$ cat src/pkg/smam_defines.vh
`ifndef SMAM_DEFINES_VH
`define SMAM_DEFINES_VH
// processor addresses
`define SMAM_ADR_SUBDATA   8'h7a
`define SMAM_ADR_SUBSEL    8'h7b
`define SMAM_ADR_SHARED    8'hfa
`define SMAM_ADR_CLAIM     8'hfb
// subaddress select field in 7b data
`define SMAM_SEL_LSB       4
`define SMAM_SEL_MSB       6
`define SMAM_SEL_TO_VERT   3'h6
// subaddresses
`define SMAM_SUB_ADR_LO    3'h0
`define SMAM_SUB_ADR_HI    3'h1
`define SMAM_SUB_HANDOFF   3'h5
`define SMAM_SUB_HI_RW_SEL 3'h1
`define SMAM_HANDOFF_BITS  2'h3
// bit of 7a.1 that selects memory write
`define SMAM_HI_RW_BIT     2
// reset values
`define SMAM_RST_ADDR      10'h000
`define SMAM_RST_SUB       3'h0
`define SMAM_RST_BYTE      8'h00
// counts
`define SMAM_MEM_LAST      10'h3e7
`define SMAM_DSP_LAST      9'h1f3
`define SMAM_MARK_LAST     4'hf
`define SMAM_FIFO_DEPTH    8
`define SMAM_FIFO_AW       3
`endif

$ cat src/logic/smam_marker.v
`timescale 1ns/100ps
`include "smam_defines.vh"

module smam_fifo #(
  parameter WIDTH = 8,
  parameter DEPTH = `SMAM_FIFO_DEPTH,
  parameter AW    = `SMAM_FIFO_AW
) (
  // clock and reset
  input  wire             core_clk,
  input  wire             nrst,
  // fill side
  input  wire             in_valid,
  output wire             in_ready,
  input  wire [WIDTH-1:0] in_data,
  // drain side
  output wire             out_valid,
  input  wire             out_ready,
  output wire [WIDTH-1:0] out_data
);
  reg [WIDTH-1:0] mem [0:DEPTH-1];
  reg [AW-1:0]    wr_q;
  reg [AW-1:0]    rd_q;
  reg [AW:0]      cnt_q;
  reg [AW:0]      cnt_d;
  reg             rdy_q;
  wire            push;
  wire            pop;

  assign in_ready  = rdy_q;
  assign out_valid = (cnt_q != {(AW+1){1'b0}});
  assign out_data  = mem[rd_q];
  assign push      = in_valid & in_ready;
  assign pop       = out_valid & out_ready;

  always @(posedge core_clk) begin
    if (push) begin
      mem[wr_q] <= in_data;
    end
  end

  always @* begin
    cnt_d = cnt_q;
    if (push & !pop) begin
      cnt_d = cnt_q + 1'b1;
    end else if (pop & !push) begin
      cnt_d = cnt_q - 1'b1;
    end
  end

  always @(posedge core_clk or negedge nrst) begin
    if (!nrst) begin
      wr_q  <= {AW{1'b0}};
      rd_q  <= {AW{1'b0}};
      cnt_q <= {(AW+1){1'b0}};
      rdy_q <= 1'b1;
    end else begin
      if (push) begin
        wr_q <= wr_q + 1'b1;
      end
      if (pop) begin
        rd_q <= rd_q + 1'b1;
      end
      cnt_q <= cnt_d;
      rdy_q <= (cnt_d != DEPTH[AW:0]);
    end
  end
endmodule // smam_fifo

// Summary of operation
// - while grant is low this block drives the ten display address lines
// - each address step pulse advances the presented address by one, wrapping from 999 back to 0; a same-cycle write to 7a.0 or 7a.1 wins over the step
// - loaded 10-bit address reaches memory only during grant; read/write output is driven at all times
// - 7a, 7b, fa are shared by both boards; fb is horizontal only
// - strobe forwarded to vertical board only while it owns access, else low
// - 7a splits into eight subaddresses chosen by three bits written to 7b
// - any read of fb gives access to the horizontal board
// - writing 110 in bits 6..4 to 7b hands access to the vertical board
// - writing 11 in bits 6..5 to 7a.5 hands access to vertical board
// - display point strobe latches address lines into the converter holding latch
// - update intensity starts a marker pulse sixteen display strobes long
// - marker pulse rising edge raises point hold, freezing the display counter
// - cursor occurs at each of 500 positions, advancing one per sweep
// - retrace blank flip-flop driven by address msb and display strobe
// - memory holds 1000 points, addressed by buffers or horizontal logic
// - up and down comparator outputs steer the 10-bit tracking counter
// - request high is taken by pulling it low while sync low; then grant
// - msb falling with cursor low sets blank for one display period
module smam_marker (
  // clock and reset
  input  wire       core_clk,
  input  wire       nrst,
  // processor bus
  input  wire [7:0] cpu_addr,
  input  wire [7:0] cpu_wdata,
  input  wire       cpu_read,
  input  wire       processor_strobe,
  output reg  [7:0] cpu_rdata,
  output reg        forwarded_vertical_strobe,
  output wire       cpu_wr_ready,
  // memory handshake
  input  wire       bus_req_in,
  input  wire       sync_in,
  output reg        bus_req_out,
  output reg        bus_req_oe,
  input  wire       mem_grant_n,
  input  wire       address_step_pulse,
  // memory address and data
  input  wire [9:0] display_address_lines_in,
  output reg  [9:0] display_address_lines_out,
  output reg        display_address_oe,
  output reg        mem_rw_out,
  output reg  [7:0] mem_wdata,
  output reg        mem_wr,
  // display timing
  input  wire       display_point_strobe,
  input  wire       update_intensity,
  input  wire       cursor_line,
  output reg  [9:0] hold_level,
  output reg        marker_pulse,
  output reg        point_hold,
  output reg  [8:0] display_count,
  output reg        retrace_blank,
  // tracking sweep loop
  input  wire       sweep_up,
  input  wire       sweep_down,
  output reg  [9:0] sweep_count
);
  localparam ST_IDLE = 3'b001;
  localparam ST_PULL = 3'b010;
  localparam ST_GRNT = 3'b100;

  reg [2:0] req_st_q;
  reg       vert_q;
  reg [2:0] sub_q;
  reg [7:0] sub_reg_q [0:7];
  reg [9:0] addr_q;
  reg       rw_q;
  reg [3:0] mark_cnt_q;
  reg       upd_q;
  reg       hd9_q;
  reg       wr_done_q;
  wire      is_7a;
  wire      is_7b;
  wire      is_fa;
  wire      is_fb;
  wire      shared;
  wire      hwr;
  wire      hrd;
  wire      f_valid;
  wire      f_ready;
  wire [7:0] f_data;
  wire [2:0] sel_bits;
  integer   i;

  assign is_7a    = (cpu_addr == `SMAM_ADR_SUBDATA);
  assign is_7b    = (cpu_addr == `SMAM_ADR_SUBSEL);
  assign is_fa    = (cpu_addr == `SMAM_ADR_SHARED);
  assign is_fb    = (cpu_addr == `SMAM_ADR_CLAIM);
  assign shared   = is_7a | is_7b | is_fa;
  assign hwr      = processor_strobe & !cpu_read & !vert_q;
  assign hrd      = processor_strobe & cpu_read & !vert_q;
  assign sel_bits = cpu_wdata[`SMAM_SEL_MSB:`SMAM_SEL_LSB];
  assign f_ready  = !mem_grant_n & rw_q & !wr_done_q;

  smam_fifo #(
    .WIDTH (8),
    .DEPTH (`SMAM_FIFO_DEPTH),
    .AW    (`SMAM_FIFO_AW)
  ) u_fifo (
    .core_clk  (core_clk),
    .nrst      (nrst),
    .in_valid  (hwr & is_fa),
    .in_ready  (cpu_wr_ready),
    .in_data   (cpu_wdata),
    .out_valid (f_valid),
    .out_ready (f_ready),
    .out_data  (f_data)
  );

  // access ownership, subaddress select and registers
  always @(posedge core_clk or negedge nrst) begin
    if (!nrst) begin
      vert_q <= 1'b0;
      sub_q  <= `SMAM_RST_SUB;
      rw_q   <= 1'b0;
      for (i = 0; i < 8; i = i + 1) begin
        sub_reg_q[i] <= `SMAM_RST_BYTE;
      end
    end else begin
      if (processor_strobe & cpu_read & is_fb) begin
        vert_q <= 1'b0;
      end else if (hwr & is_7b) begin
        sub_q <= sel_bits;
        if (sel_bits == `SMAM_SEL_TO_VERT) begin
          vert_q <= 1'b1;
        end
      end else if (hwr & is_7a) begin
        sub_reg_q[sub_q] <= cpu_wdata;
        if (sub_q == `SMAM_SUB_HI_RW_SEL) begin
          rw_q <= cpu_wdata[`SMAM_HI_RW_BIT];
        end
        if (sub_q == `SMAM_SUB_HANDOFF && cpu_wdata[6:5] == `SMAM_HANDOFF_BITS) begin
          vert_q <= 1'b1;
        end
      end
    end
  end

  // processor-loaded address counter
  always @(posedge core_clk or negedge nrst) begin
    if (!nrst) begin
      addr_q <= `SMAM_RST_ADDR;
    end else if (hwr & is_7a & (sub_q == `SMAM_SUB_ADR_LO)) begin
      addr_q <= {addr_q[9:8], cpu_wdata};
    end else if (hwr & is_7a & (sub_q == `SMAM_SUB_ADR_HI)) begin
      addr_q <= {cpu_wdata[1:0], addr_q[7:0]};
    end else if (address_step_pulse) begin
      if (addr_q == `SMAM_MEM_LAST) begin
        addr_q <= `SMAM_RST_ADDR;
      end else begin
        addr_q <= addr_q + 10'h001;
      end
    end
  end

  // strobe steering, read data, address drive
  always @(posedge core_clk or negedge nrst) begin
    if (!nrst) begin
      forwarded_vertical_strobe <= 1'b0;
      cpu_rdata                 <= `SMAM_RST_BYTE;
      display_address_lines_out <= `SMAM_RST_ADDR;
      display_address_oe        <= 1'b0;
      mem_rw_out                <= 1'b0;
    end else begin
      forwarded_vertical_strobe <= processor_strobe & vert_q & shared;
      if (hrd) begin
        if (is_7a) begin
          cpu_rdata <= sub_reg_q[sub_q];
        end else if (is_7b) begin
          cpu_rdata <= {1'b0, sub_q, 4'h0};
        end else if (is_fa) begin
          cpu_rdata <= {6'h00, f_valid, cpu_wr_ready};
        end else if (is_fb) begin
          cpu_rdata <= {6'h00, rw_q, vert_q};
        end else begin
          cpu_rdata <= `SMAM_RST_BYTE;
        end
      end
      display_address_lines_out <= addr_q;
      display_address_oe        <= !mem_grant_n;
      mem_rw_out                <= rw_q;
    end
  end

  // memory request handshake
  always @(posedge core_clk or negedge nrst) begin
    if (!nrst) begin
      req_st_q    <= ST_IDLE;
      bus_req_out <= 1'b0;
      bus_req_oe  <= 1'b0;
    end else begin
      bus_req_out <= 1'b0;
      case (req_st_q)
        ST_IDLE: begin
          if (bus_req_in & !sync_in) begin
            req_st_q   <= ST_PULL;
            bus_req_oe <= 1'b1;
          end
        end
        ST_PULL: begin
          if (!mem_grant_n) begin
            req_st_q <= ST_GRNT;
          end
        end
        ST_GRNT: begin
          if (mem_grant_n) begin
            req_st_q   <= ST_IDLE;
            bus_req_oe <= 1'b0;
          end
        end
        default: begin
          req_st_q   <= ST_IDLE;
          bus_req_oe <= 1'b0;
        end
      endcase
    end
  end

  // buffered write data, one word per grant
  always @(posedge core_clk or negedge nrst) begin
    if (!nrst) begin
      mem_wdata <= `SMAM_RST_BYTE;
      mem_wr    <= 1'b0;
      wr_done_q <= 1'b0;
    end else begin
      mem_wr <= f_valid & f_ready;
      if (f_valid & f_ready) begin
        mem_wdata <= f_data;
        wr_done_q <= 1'b1;
      end else if (mem_grant_n) begin
        wr_done_q <= 1'b0;
      end
    end
  end

  // update marker, point hold, display counter, blanking
  always @(posedge core_clk or negedge nrst) begin
    if (!nrst) begin
      hold_level    <= `SMAM_RST_ADDR;
      marker_pulse  <= 1'b0;
      point_hold    <= 1'b0;
      mark_cnt_q    <= 4'h0;
      upd_q         <= 1'b0;
      hd9_q         <= 1'b0;
      display_count <= 9'h000;
      retrace_blank <= 1'b0;
    end else begin
      upd_q <= update_intensity;
      if (update_intensity & !upd_q & !marker_pulse) begin
        marker_pulse <= 1'b1;
        point_hold   <= 1'b1;
        mark_cnt_q   <= 4'h0;
      end else if (display_point_strobe & marker_pulse) begin
        if (mark_cnt_q == `SMAM_MARK_LAST) begin
          marker_pulse <= 1'b0;
          point_hold   <= 1'b0;
        end else begin
          mark_cnt_q <= mark_cnt_q + 4'h1;
        end
      end
      if (display_point_strobe) begin
        hold_level <= display_address_lines_in;
        hd9_q      <= display_address_lines_in[9];
        retrace_blank <= hd9_q & !display_address_lines_in[9] & !cursor_line;
        if (!point_hold) begin
          if (display_count == `SMAM_DSP_LAST) begin
            display_count <= 9'h000;
          end else begin
            display_count <= display_count + 9'h001;
          end
        end
      end
    end
  end

  // tracking sweep counter
  always @(posedge core_clk or negedge nrst) begin
    if (!nrst) begin
      sweep_count <= `SMAM_RST_ADDR;
    end else if (sweep_up & !sweep_down & (sweep_count != 10'h3ff)) begin
      sweep_count <= sweep_count + 10'h001;
    end else if (sweep_down & !sweep_up & (sweep_count != 10'h000)) begin
      sweep_count <= sweep_count - 10'h001;
    end
  end
endmodule // smam_marker

$ cat config.mk
export PLATFORM = sky130hd
export DESIGN_NAME = smam_marker
export DESIGN_NICKNAME = d
export VERILOG_FILES = /design/src/logic/smam_marker.v
export VERILOG_INCLUDE_DIRS = /design/src /design/src/pkg
export SDC_FILE = /design/constraint.sdc
export NUM_CORES = 1
export LEC_CHECK = 0
export BUFFER_PORTS_ARGS = -buffer_cell sky130_fd_sc_hd__clkbuf_2
export CELL_PAD_IN_SITES_DETAIL_PLACEMENT = 1
export CELL_PAD_IN_SITES_GLOBAL_PLACEMENT = 1
export CORE_ASPECT_RATIO = 0.8
export CORE_MARGIN = 1
export CORE_UTILIZATION = 52
export CTS_CLUSTER_SIZE = 16
export DETAILED_ROUTE_END_ITERATION = 8
export PLACE_DENSITY = 0.89
export SLEW_MARGIN = 20
export SYNTH_ARGS = -nofsm -noshare
export SYNTH_HDL_FRONTEND = slang
export SYNTH_SLANG_ARGS = --single-unit
$ cat constraint.sdc
create_clock -name core_clk -period 4.5 [get_ports core_clk]
set_input_delay 0.225 -clock core_clk [delete_from_list [all_inputs] [get_ports core_clk]]
set_output_delay 0.225 -clock core_clk [all_outputs]
set_load 0.05 [all_outputs]
* Word level (Yosys, flattened, before mapping) *
Memories as Yosys holds them, arrays and structs flattened. A register that Yosys moved wholly into a read port is not among the register bits.
Index checks and enable logic that the tools add are counted.

word-level totals
  register bits = 154
  bits in writable memories = 64
  input port bits = 39
  output and inout bits = 65
  word-level logic and storage cells = 182
  memories = 1

memories
  name        depth  width  read ports  clocked after memory_dff  wr ports  line              source
  u_fifo.mem  8      8      1           1                         1         smam_marker.v:21  reg [WIDTH-1:0] mem [0:DEPTH-1];

operators by class
  add/subtract/negate cells = 9
  $lt $le $gt $ge = 2
  equal/unequal tests = 22
  muxes and demuxes = 40
  bitwise operators = 36
  reduce and logical (&&, ||, !) cells = 38

operators with widths
  operator                                                              count
  64-bit bitwise mux                                                    1
  10-bit 2-to-1 mux                                                     5
  8-bit 2-to-1 mux                                                      5
  1-bit bitwise AND                                                     28
  8-bit binary-select mux with 3-bit select                             1
  8-bit demux with 3-bit select                                         1
  10-bit by 1-bit adder with 10-bit output, second input constant       2
  4-bit 2-to-1 mux                                                      5
  8-bit by 7-bit == test with 1-bit output, second input constant       2
  8-bit == test, second input constant                                  2
  1-bit logical NOT                                                     14
  1-bit 2-to-1 mux                                                      13
  2-bit AND reduction                                                   6
  3-bit AND reduction                                                   4
  2-bit nonzero test                                                    6
  10-bit == test, second input constant                                 1
  10-bit != test, second input constant                                 1
  2-bit != test, second input constant                                  5
  10-bit nonzero test                                                   1
  10-bit by 1-bit subtractor with 10-bit output, second input constant  1
  9-bit by 1-bit adder with 9-bit output, second input constant         1
  3-bit == test, second input constant                                  3
  9-bit == test, second input constant                                  1
  3-bit 2-to-1 mux                                                      3
  other kinds (24)                                                      35

* Logic depth before layout (Yosys ltp) *
Gate-level depths: netlist of run 1.

  word-level depth = 10
  gate-level depth with buffers = 9
  gate-level depth less buffers = 9

* Modules after synthesis *
From an unflattened synthesis of run 1, not the netlist that was laid out.

unflattened totals
  cell total of the unflattened synthesis = 768
  area total of the unflattened synthesis = 10223.6 um^2

modules (own cells, without submodules)
  module       instances  cells an instance  area an instance (um^2)  seq. area each (um^2)
  smam_marker  1          609                7175.6                   3754.9
  smam_fifo    1          159                3047.9                   2198.4

* Least setup slack after synthesis of run 1 *
Ideal clock, no wire load.

  path kind = register to register
  from = reg sweep_count[0]
  to = reg sweep_count[9]
  arrival = 2.982 ns
  required time = 4.369 ns
  slack = 1.387 ns
  stages on the path, launching flop included = 9
  path buffers = 0
  cells stage by stage = dfrtp_1 -> nand4_1 -> o311ai_2 -> ha_1 -> a21o_1 -> or3_1 -> a31oi_1 -> nor3_1 -> or3_1

between the ends
  cells in the longest elaborated chain, start to end = 3
  elaborated cells between the ends (all ways) = 9

RTL lines
  element                                                                line               source
  start: declaration                                                     smam_marker.v:127  output reg [9:0] sweep_count
  start signal: assignment                                               smam_marker.v:350  sweep_count <= `SMAM_RST_ADDR;
  start signal: assignment                                               smam_marker.v:352  sweep_count <= sweep_count + 10'h001;
  start signal: assignment                                               smam_marker.v:354  sweep_count <= sweep_count - 10'h001;
  10-bit by 1-bit subtractor with 10-bit output (tied with other cells)  smam_marker.v:354
  10-bit 2-to-1 mux (tied with other cells)                              smam_marker.v:353  end else if (sweep_down & !sweep_up & (sweep_count != 10'h000)) begin
  10-bit 2-to-1 mux or 2-bit nonzero test (tied branches)                -

Parallel ways exist; a longest one is shown, timed or not. The select of a mux whose other input is x is not followed.
A chain may end at the register's enable or synchronous reset.

* Worst setup path after layout of run 1 *
  from = reg sweep_count[7]
  to = reg sweep_count[9]

Same word-level chain as after synthesis.

==> results of run 1 <==
## how the worst max path moves through the flow
stage	endpoint	slack, ns	cells after the start
floorplan	sweep_count[9]	1.39	8
global placement	sweep_count[9]	1.42	8
detailed placement	sweep_count[9]	1.31	8
CTS	sweep_count[9]	1.30	8
global route	sweep_count[9]	1.16	8
finish	sweep_count[9]	1.28	8
## power groups by stage
| stage | Sequential (W) | Clock [W] | Combinational (W) |
|---|---|---|---|
| final | 0.00251 | 0.00188 | 0.00135 |
| after global placement | 0.00249 | 0 | 0.00123 |
| after CTS | 0.00248 | 0.00187 | 0.00131 |
| after detailed placement | 0.00252 | 0 | 0.00128 |
| after floorplan | 0.00285 | 0 | 0.000560 |
| after global routing | 0.00253 | 0.00196 | 0.00144 |
## layout make-up
| cell class | count | area share, % |
|---|---|---|
| Clock inverter | 9 | 0.485 |
| Inverter | 17 | 0.538 |
| Clock buffer | 33 | 5.63 |
| Timing Repair Buffer | 129 | 6.40 |
| Tap cell | 258 | 2.72 |
| Sequential cell | 225 | 50.2 |
| Multi-Input combinational cell | 511 | 34.0 |
## flip-flops by register name, summed over array words and instances, names as in the netlist, 3 cells and up
name,count
addr_q,10
display_address_lines_out,10
sub_reg_q,64
u_fifo.mem,64
u_fifo.cnt_q,4
req_st_q,3
u_fifo.wr_q,3
sweep_count,10
sub_q,3
mark_cnt_q,4
hold_level,10
cpu_rdata,8
mem_wdata,8
u_fifo.rd_q,3
display_count,9
## worst max-delay path, delay by kind of cell, from the launching register on
kind | cells | cell delay, ns
compound gates | 3 | 1.30
simple gates | 4 | 0.94
fa+ha+maj | 1 | 0.43
flops | 1 | 0.42
## stage by stage
| step | hold WS [ns] | cell area, um^2 |
|---|---|---|
| 2_1_floorplan | -0.0706 | 10200 |
| 3_3_place_gp | 0.346 | 11000 |
| 3_5_place_dp | 0.354 | 11000 |
| 4_1_cts | 0.0604 | 11900 |
| 5_1_grt | 0.0883 | 11900 |
| 6_report | 0.0934 | 11900 |
## placed cells by master, fill, tap and decap left out, types with 7 or more instances in the layout
master and count:
and3_1 8, xnor2_1 11, xor2_1 12, nor3_1 11, nand2_1 89, nand2b_1 10, nor2_1 32, dfrtp_1 157
mux2_2 75, ha_1 15, nand4_1 15, nor3b_1 9, a22oi_1 8, inv_1 16, clkbuf_2 101, dlygate4sd3_1 16
mux2i_1 19, buf_4 11, nor2b_1 10, edfxtp_1 64, o21ai_0 41, a31oi_1 7, clkbuf_16 24, mux4_2 25
a21oi_1 22, nor4_1 7, nand3_1 8
## cells by family (layout without fill, tap and decap cells)
group	Yosys count	after routing	synth area share [%]
simple gates	236	236	12.3
flops	225	225	58.1
mux	120	120	15.8
compound gates	115	115	7.23
buf+inv	57	188	2.58
xor+xnor	23	23	1.97
fa+ha+maj	16	16	2.03
other cells	1	1	0.0366
## repair_timing
item	CTS	global route
endpoints found under the hold margin	108	0
endpoints found under the setup margin	0	0
hold buffers	16	0
## routing by layer
metal / vias up / global-route usage, % / wire (um)
met1: 3841 / 41.8 / 12700
met2: 347 / 53.5 / 15300
met3: 108 / 4.71 / 1880
met4: 0 / 13.2 / 1400
li1: 3137 / - / -
met5: - / 0 / 0
==> impl_metrics.env, run 1 <==
export IMPL_start_kind="register"
export IMPL_drtIter0Drc=727
export IMPL_drt_total_wl_um=31300
export IMPL_die_h_um=128
export IMPL_setup_violations=0
export IMPL_n_antenna_cell=0
export IMPL_crit_slowest_cell="o311ai_2"
export IMPL_ys_flop_type="dfrtp_1"
export IMPL_core_area_um2=19100
export IMPL_area_growth_pct=15.7
export IMPL_outcome="complete, no violations"
export IMPL_cts_root_buf="clkbuf_16"
export IMPL_synth_avg_cell_area_um2=12.9
export IMPL_max_stage_delay_ns=0.78
export IMPL_cts_buffers=23
export IMPL_power_w=0.00573
export IMPL_max_freq_ghz=0.311
export IMPL_initial_utilization_pct=53.5
export IMPL_end_kind="register"
export IMPL_worst_hold_startpoint="sync_in"
export IMPL_routed_via_density=6.29
export IMPL_drc=0
export IMPL_p_sw_share_pct=35.1
export IMPL_powerDensity_nw_per_um2=483
export IMPL_clock_sinks=225
export IMPL_hold_violations=0
export IMPL_stdcell_count=1182
export IMPL_yosys_top_cells_count="dfrtp_1, nand2_1, mux2_2"
export IMPL_pwr_share_clk_pct=32.7
export IMPL_drv_cap=0
export IMPL_synthCells=793
export IMPL_critPathMostFrequentCell="or3_1"
export IMPL_reg2regPathDepth=8
export IMPL_grt_pass1_vias=7895
export IMPL_reg2reg_to="sweep_count[9]"
export IMPL_crit_chain="nand4_1 > o311ai_2 > ha_1 > a21o_1 > or3_1 > a31oi_1 > nor3_1 > or3_1"
export IMPL_htreeDepth=1
export IMPL_setup_tns_ns=0
export IMPL_postLayoutCoreUtil_pct=61.9
export IMPL_path_class="register to register"
export IMPL_regArea_um2=5960
export IMPL_fin_crit_ns=3.22
export IMPL_num_vias=7433
export IMPL_synth_edff_count=64
export IMPL_cts_resized=0
export IMPL_reg2reg_slack_ns=1.28
export IMPL_fin_crit_sh_pct=71.5
export IMPL_setup_ws_ns=1.28
export IMPL_place_ws_ns=1.31
export IMPL_hold_end="req_st_q[1]"
export IMPL_layout_nets=962
export IMPL_netlist_area_um2=10200
export IMPL_p_comb_share_pct=23.5
export IMPL_required_ns=4.90
export IMPL_finalMaxSlewViolations=0
export IMPL_fillers=1916
export IMPL_p_leak_nw=5.17
export IMPL_arrival_ns=3.61
export IMPL_multi_input_area_um2=4030
export IMPL_yosysMostFrequentCell="dfrtp_1"
export IMPL_cts_tree="done"
export IMPL_clk_pin_slew_ns=0.07
export IMPL_seqPwrFrac_pct=43.8
export IMPL_dp_cells=1124
export IMPL_p_int_w=0.00372
export IMPL_ys_warnings_count=0
export IMPL_cp_startpoint="sweep_count[7]"
export IMPL_io_pins=104
export IMPL_port_buffers=102
export IMPL_die_area_um2=20300
export IMPL_whs_path_depth=4
export IMPL_async_flop_share_pct=71.6
export IMPL_ys_seq_area_share_pct=58.1
export IMPL_vdd_ir_drop_worst_mv=0.334
export IMPL_insertion_delay_ns=0.53
export IMPL_yosysUniqueCellTypes=71
export IMPL_chipWidth_um=159
export IMPL_worstMarginPinSlew_ns=0.984
export IMPL_post_cts_buffers=0
export IMPL_grt_max_degree=97
export IMPL_wire_per_inst_um=26.4
export IMPL_drtAntennaViolNets=0
export IMPL_ys_ff_latch=225
export IMPL_reg2reg_from="sweep_count[7]"
export IMPL_rsz0062_at_grt="no"
export IMPL_yosys_area_top_type_share_pct=38.8
export IMPL_grt_overflow=0
export IMPL_place_congestion=0.863
export IMPL_rows=45
export IMPL_min_path_type="primary input to register"
export IMPL_grt_pass1_wl_um=49000
export IMPL_yosys_top_cells_area="dfrtp_1, edfxtp_1, mux2_2"
export IMPL_crit_fanout=12
export IMPL_switchingPower_w=0.00201
export IMPL_drive_gt1_share_pct=29.3
export IMPL_yosysTopAreaCell="dfrtp_1"
export IMPL_first_pass_iters=5
export IMPL_clock_skew_ns=0.0295
export IMPL_cts_buffer_depth=3
export IMPL_antenna_found_initial=0
export IMPL_synthesis_nets=848
export IMPL_slew_headroom_pct=34.1
export IMPL_dp_hpwl_um=18400
export IMPL_grt_usage_pct=31.8
Power figures use the tool's default switching activity.
==> run 2, diff against run 1 <==
- CORE_UTILIZATION: 52 -> 48
- PLACE_DENSITY: 0.89 -> 0.83
- clock period: 4.5 -> 3.3 ns (I/O delays scaled with it)
==> run 2 against run 1 <==
Against the previous run: the flow now finishes with violations (design-rule violations); sequential power is 35% higher; critical path type unchanged; largest cell class unchanged; flip-flop and latch count did not move; die area increased by 8.2%; non-clock buffer count grew 8; combinational power increased by 32%; hold slack worse by 0.024 ns; worst setup slack worse by 0.83 ns; power is 37% higher; clock skew down 0.013 ns; clock-buffer cell count rose by 1; clock power is 43% higher.
==> impl_metrics.env, run 2 (synthesis gave the netlist of run 1 again) <==
export IMPL_outcome="finished with violations"
export IMPL_violations="design-rule violations"
export IMPL_drt_total_wl_um=27700
export IMPL_start_kind="register"
export IMPL_rsz0062_at_grt="no"
export IMPL_reg2regPathDepth=9
export IMPL_die_area_um2=21900
export IMPL_grt_max_degree=88
export IMPL_rows=47
export IMPL_slew_headroom_pct=40.8
export IMPL_clock_skew_ns=0.0168
export IMPL_layout_commonest_cell="dfrtp_1"
export IMPL_max_freq_ghz=0.351
export IMPL_fin_crit_sh_pct=86.3
export IMPL_wire_per_inst_um=23.0
export IMPL_clk_pin_slew_ns=0.07
export IMPL_first_pass_iters=7
export IMPL_grt_pass1_wl_um=43300
export IMPL_layout_nets=971
export IMPL_die_h_um=133
export IMPL_min_path_type="primary input to register"
export IMPL_area_growth_pct=17.2
export IMPL_vdd_ir_drop_worst_mv=0.524
export IMPL_drc=20
export IMPL_reg2reg_to="sweep_count[9]"
export IMPL_grt_pass1_vias=7614
export IMPL_routed_via_density=6.00
export IMPL_cts_buffer_depth=3
export IMPL_place_area_um2=11100
export IMPL_place_congestion=0.796
export IMPL_worstMarginPinSlew_ns=0.865
export IMPL_end_kind="register"
export IMPL_powerDensity_nw_per_um2=655
export IMPL_clock_sinks=225
export IMPL_reg2reg_slack_ns=0.45
export IMPL_cp_num_buf_inv=1
export IMPL_reg2reg_from="sweep_count[7]"
export IMPL_chipWidth_um=165
export IMPL_htreeDepth=1
export IMPL_num_vias=7219
export IMPL_cpLargestDelayFamily="simple AND/OR/NAND/NOR gates"
export IMPL_grt_overflow=0
export IMPL_p_leak_nw=5.23
export IMPL_required_ns=3.70
export IMPL_dp_hpwl_um=17500
export IMPL_crit_cells=9
export IMPL_final_area_um2=12000
export IMPL_cts_root_buf="clkbuf_16"
export IMPL_grt_usage_pct=26.1
export IMPL_core_area_um2=20800
export IMPL_fin_crit_ns=2.85
export IMPL_critPathMostFrequentCell="or3_1"
export IMPL_insertion_delay_ns=0.53
export IMPL_port_buffers=102
export IMPL_crit_end="sweep_count[9]"
export IMPL_drive_gt1_share_pct=29.0
export IMPL_cp_startpoint="sweep_count[7]"
export IMPL_crit_slowest_cell="dfrtp_1"
export IMPL_initial_utilization_pct=49.2
export IMPL_cts_buffers=24
export IMPL_final_cell_mix="dfrtp_1, clkbuf_2, nand2_1"
export IMPL_max_stage_delay_ns=0.42
export IMPL_cts_tree="done"
export IMPL_finalMaxSlewViolations=0
export IMPL_place_ws_ns=0.452
export IMPL_setup_violations=0
export IMPL_reg_top3="sub_reg_q x64, u_fifo.mem x64"
export IMPL_setup_ws_ns=0.453
export IMPL_post_cts_buffers=0
export IMPL_drv_cap=0
export IMPL_crit_fanout=8
export IMPL_path_class="register to register"
export IMPL_arrival_ns=3.24
export IMPL_io_pins=104
export IMPL_drtIter0Drc=512
export IMPL_crit_chain="nand4_1 > o311ai_2 > buf_4 > ha_1 > a21o_1 > or3_1 > a31oi_1 > nor3_1 > or3_1"
export IMPL_antenna_found_initial=1
export IMPL_hold_violations=0
export IMPL_setup_tns_ns=0
export IMPL_drtAntennaViolNets=0
-- run 2: cell count changes in the layout (fill, tap and decap cells not counted), sizes merged --
| cell | before | now |
|---|---|---|
| inv | 18 | 16 |
| clkinvlp | 1 | 0 |
| dlygate4sd3 | 16 | 18 |
| buf | 12 | 18 |
| clkinv | 7 | 9 |
| diode | 0 | 1 |
| bufinv | 0 | 2 |
| clkbuf | 134 | 135 |
-- run 2: final cells by class --
| type | count | area, um^2 |
|---|---|---|
| flip-flops and latches | 225 | 5950 |
| diodes | 1 | 2.50 |
| repair buffers | 137 | 850 |
| clock inverters | 10 | 106 |
| inverters | 17 | 63.8 |
| multi-input cells | 511 | 4030 |
| fillers | 2115 | 8810 |
| clock buffers | 34 | 668 |
| well taps | 269 | 337 |
-- run 2: tightest hold or removal path, stage by stage --
cell      delay, ns
clkbuf_2       0.07
nor2b_1        0.13
nand3b_1       0.10
a21oi_1        0.08
-- run 2: report_power, final --
part,internal [W],switching [W],leakage (nW)
combinational,0.000551,0.00123,2.15
clock,0.00157,0.00113,0.379
sequential,0.00310,0.000287,2.70
total,0.00522,0.00264,5.23
-- run 2: metal layers --
layer | GRT usage (%) | vias up | routed length (um)
met5 | 0 | - | 0
met4 | 11.1 | 0 | 1060
met3 | 4.36 | 91 | 1730
met2 | 41.8 | 285 | 13100
met1 | 35.3 | 3677 | 11800
li1 | - | 3166 | -
-- run 2: stage by stage --
stage	power, W	utilization [%]	instances	hold WS (ns)
floorplan	0.00465	-	793	-0.131
global placement	0.00508	53.1	1141	0.293
detailed placement	0.00515	53.1	1141	0.293
CTS	0.00785	57.7	1203	0.0578
global route	0.00817	57.7	1204	0.0983
finish	0.00786	57.7	1204	0.0694
-- run 2: repair_timing --
item,in CTS,in global routing
resized for setup,0,0
hold buffers,18,0
endpoints found under the setup margin,0,0
hold endpoints to repair,104,0
-- run 2: worst min-delay path by stage --
stage | start | to | depth (start not counted)
final | bus_req_in | req_st_q[1] | 4
after global routing | bus_req_in | req_st_q[1] | 4
after detailed placement | update_intensity | upd_q | 1
after floorplan | nrst | addr_q[0] | 0
after global placement | update_intensity | upd_q | 1
after CTS | bus_req_in | req_st_q[1] | 4
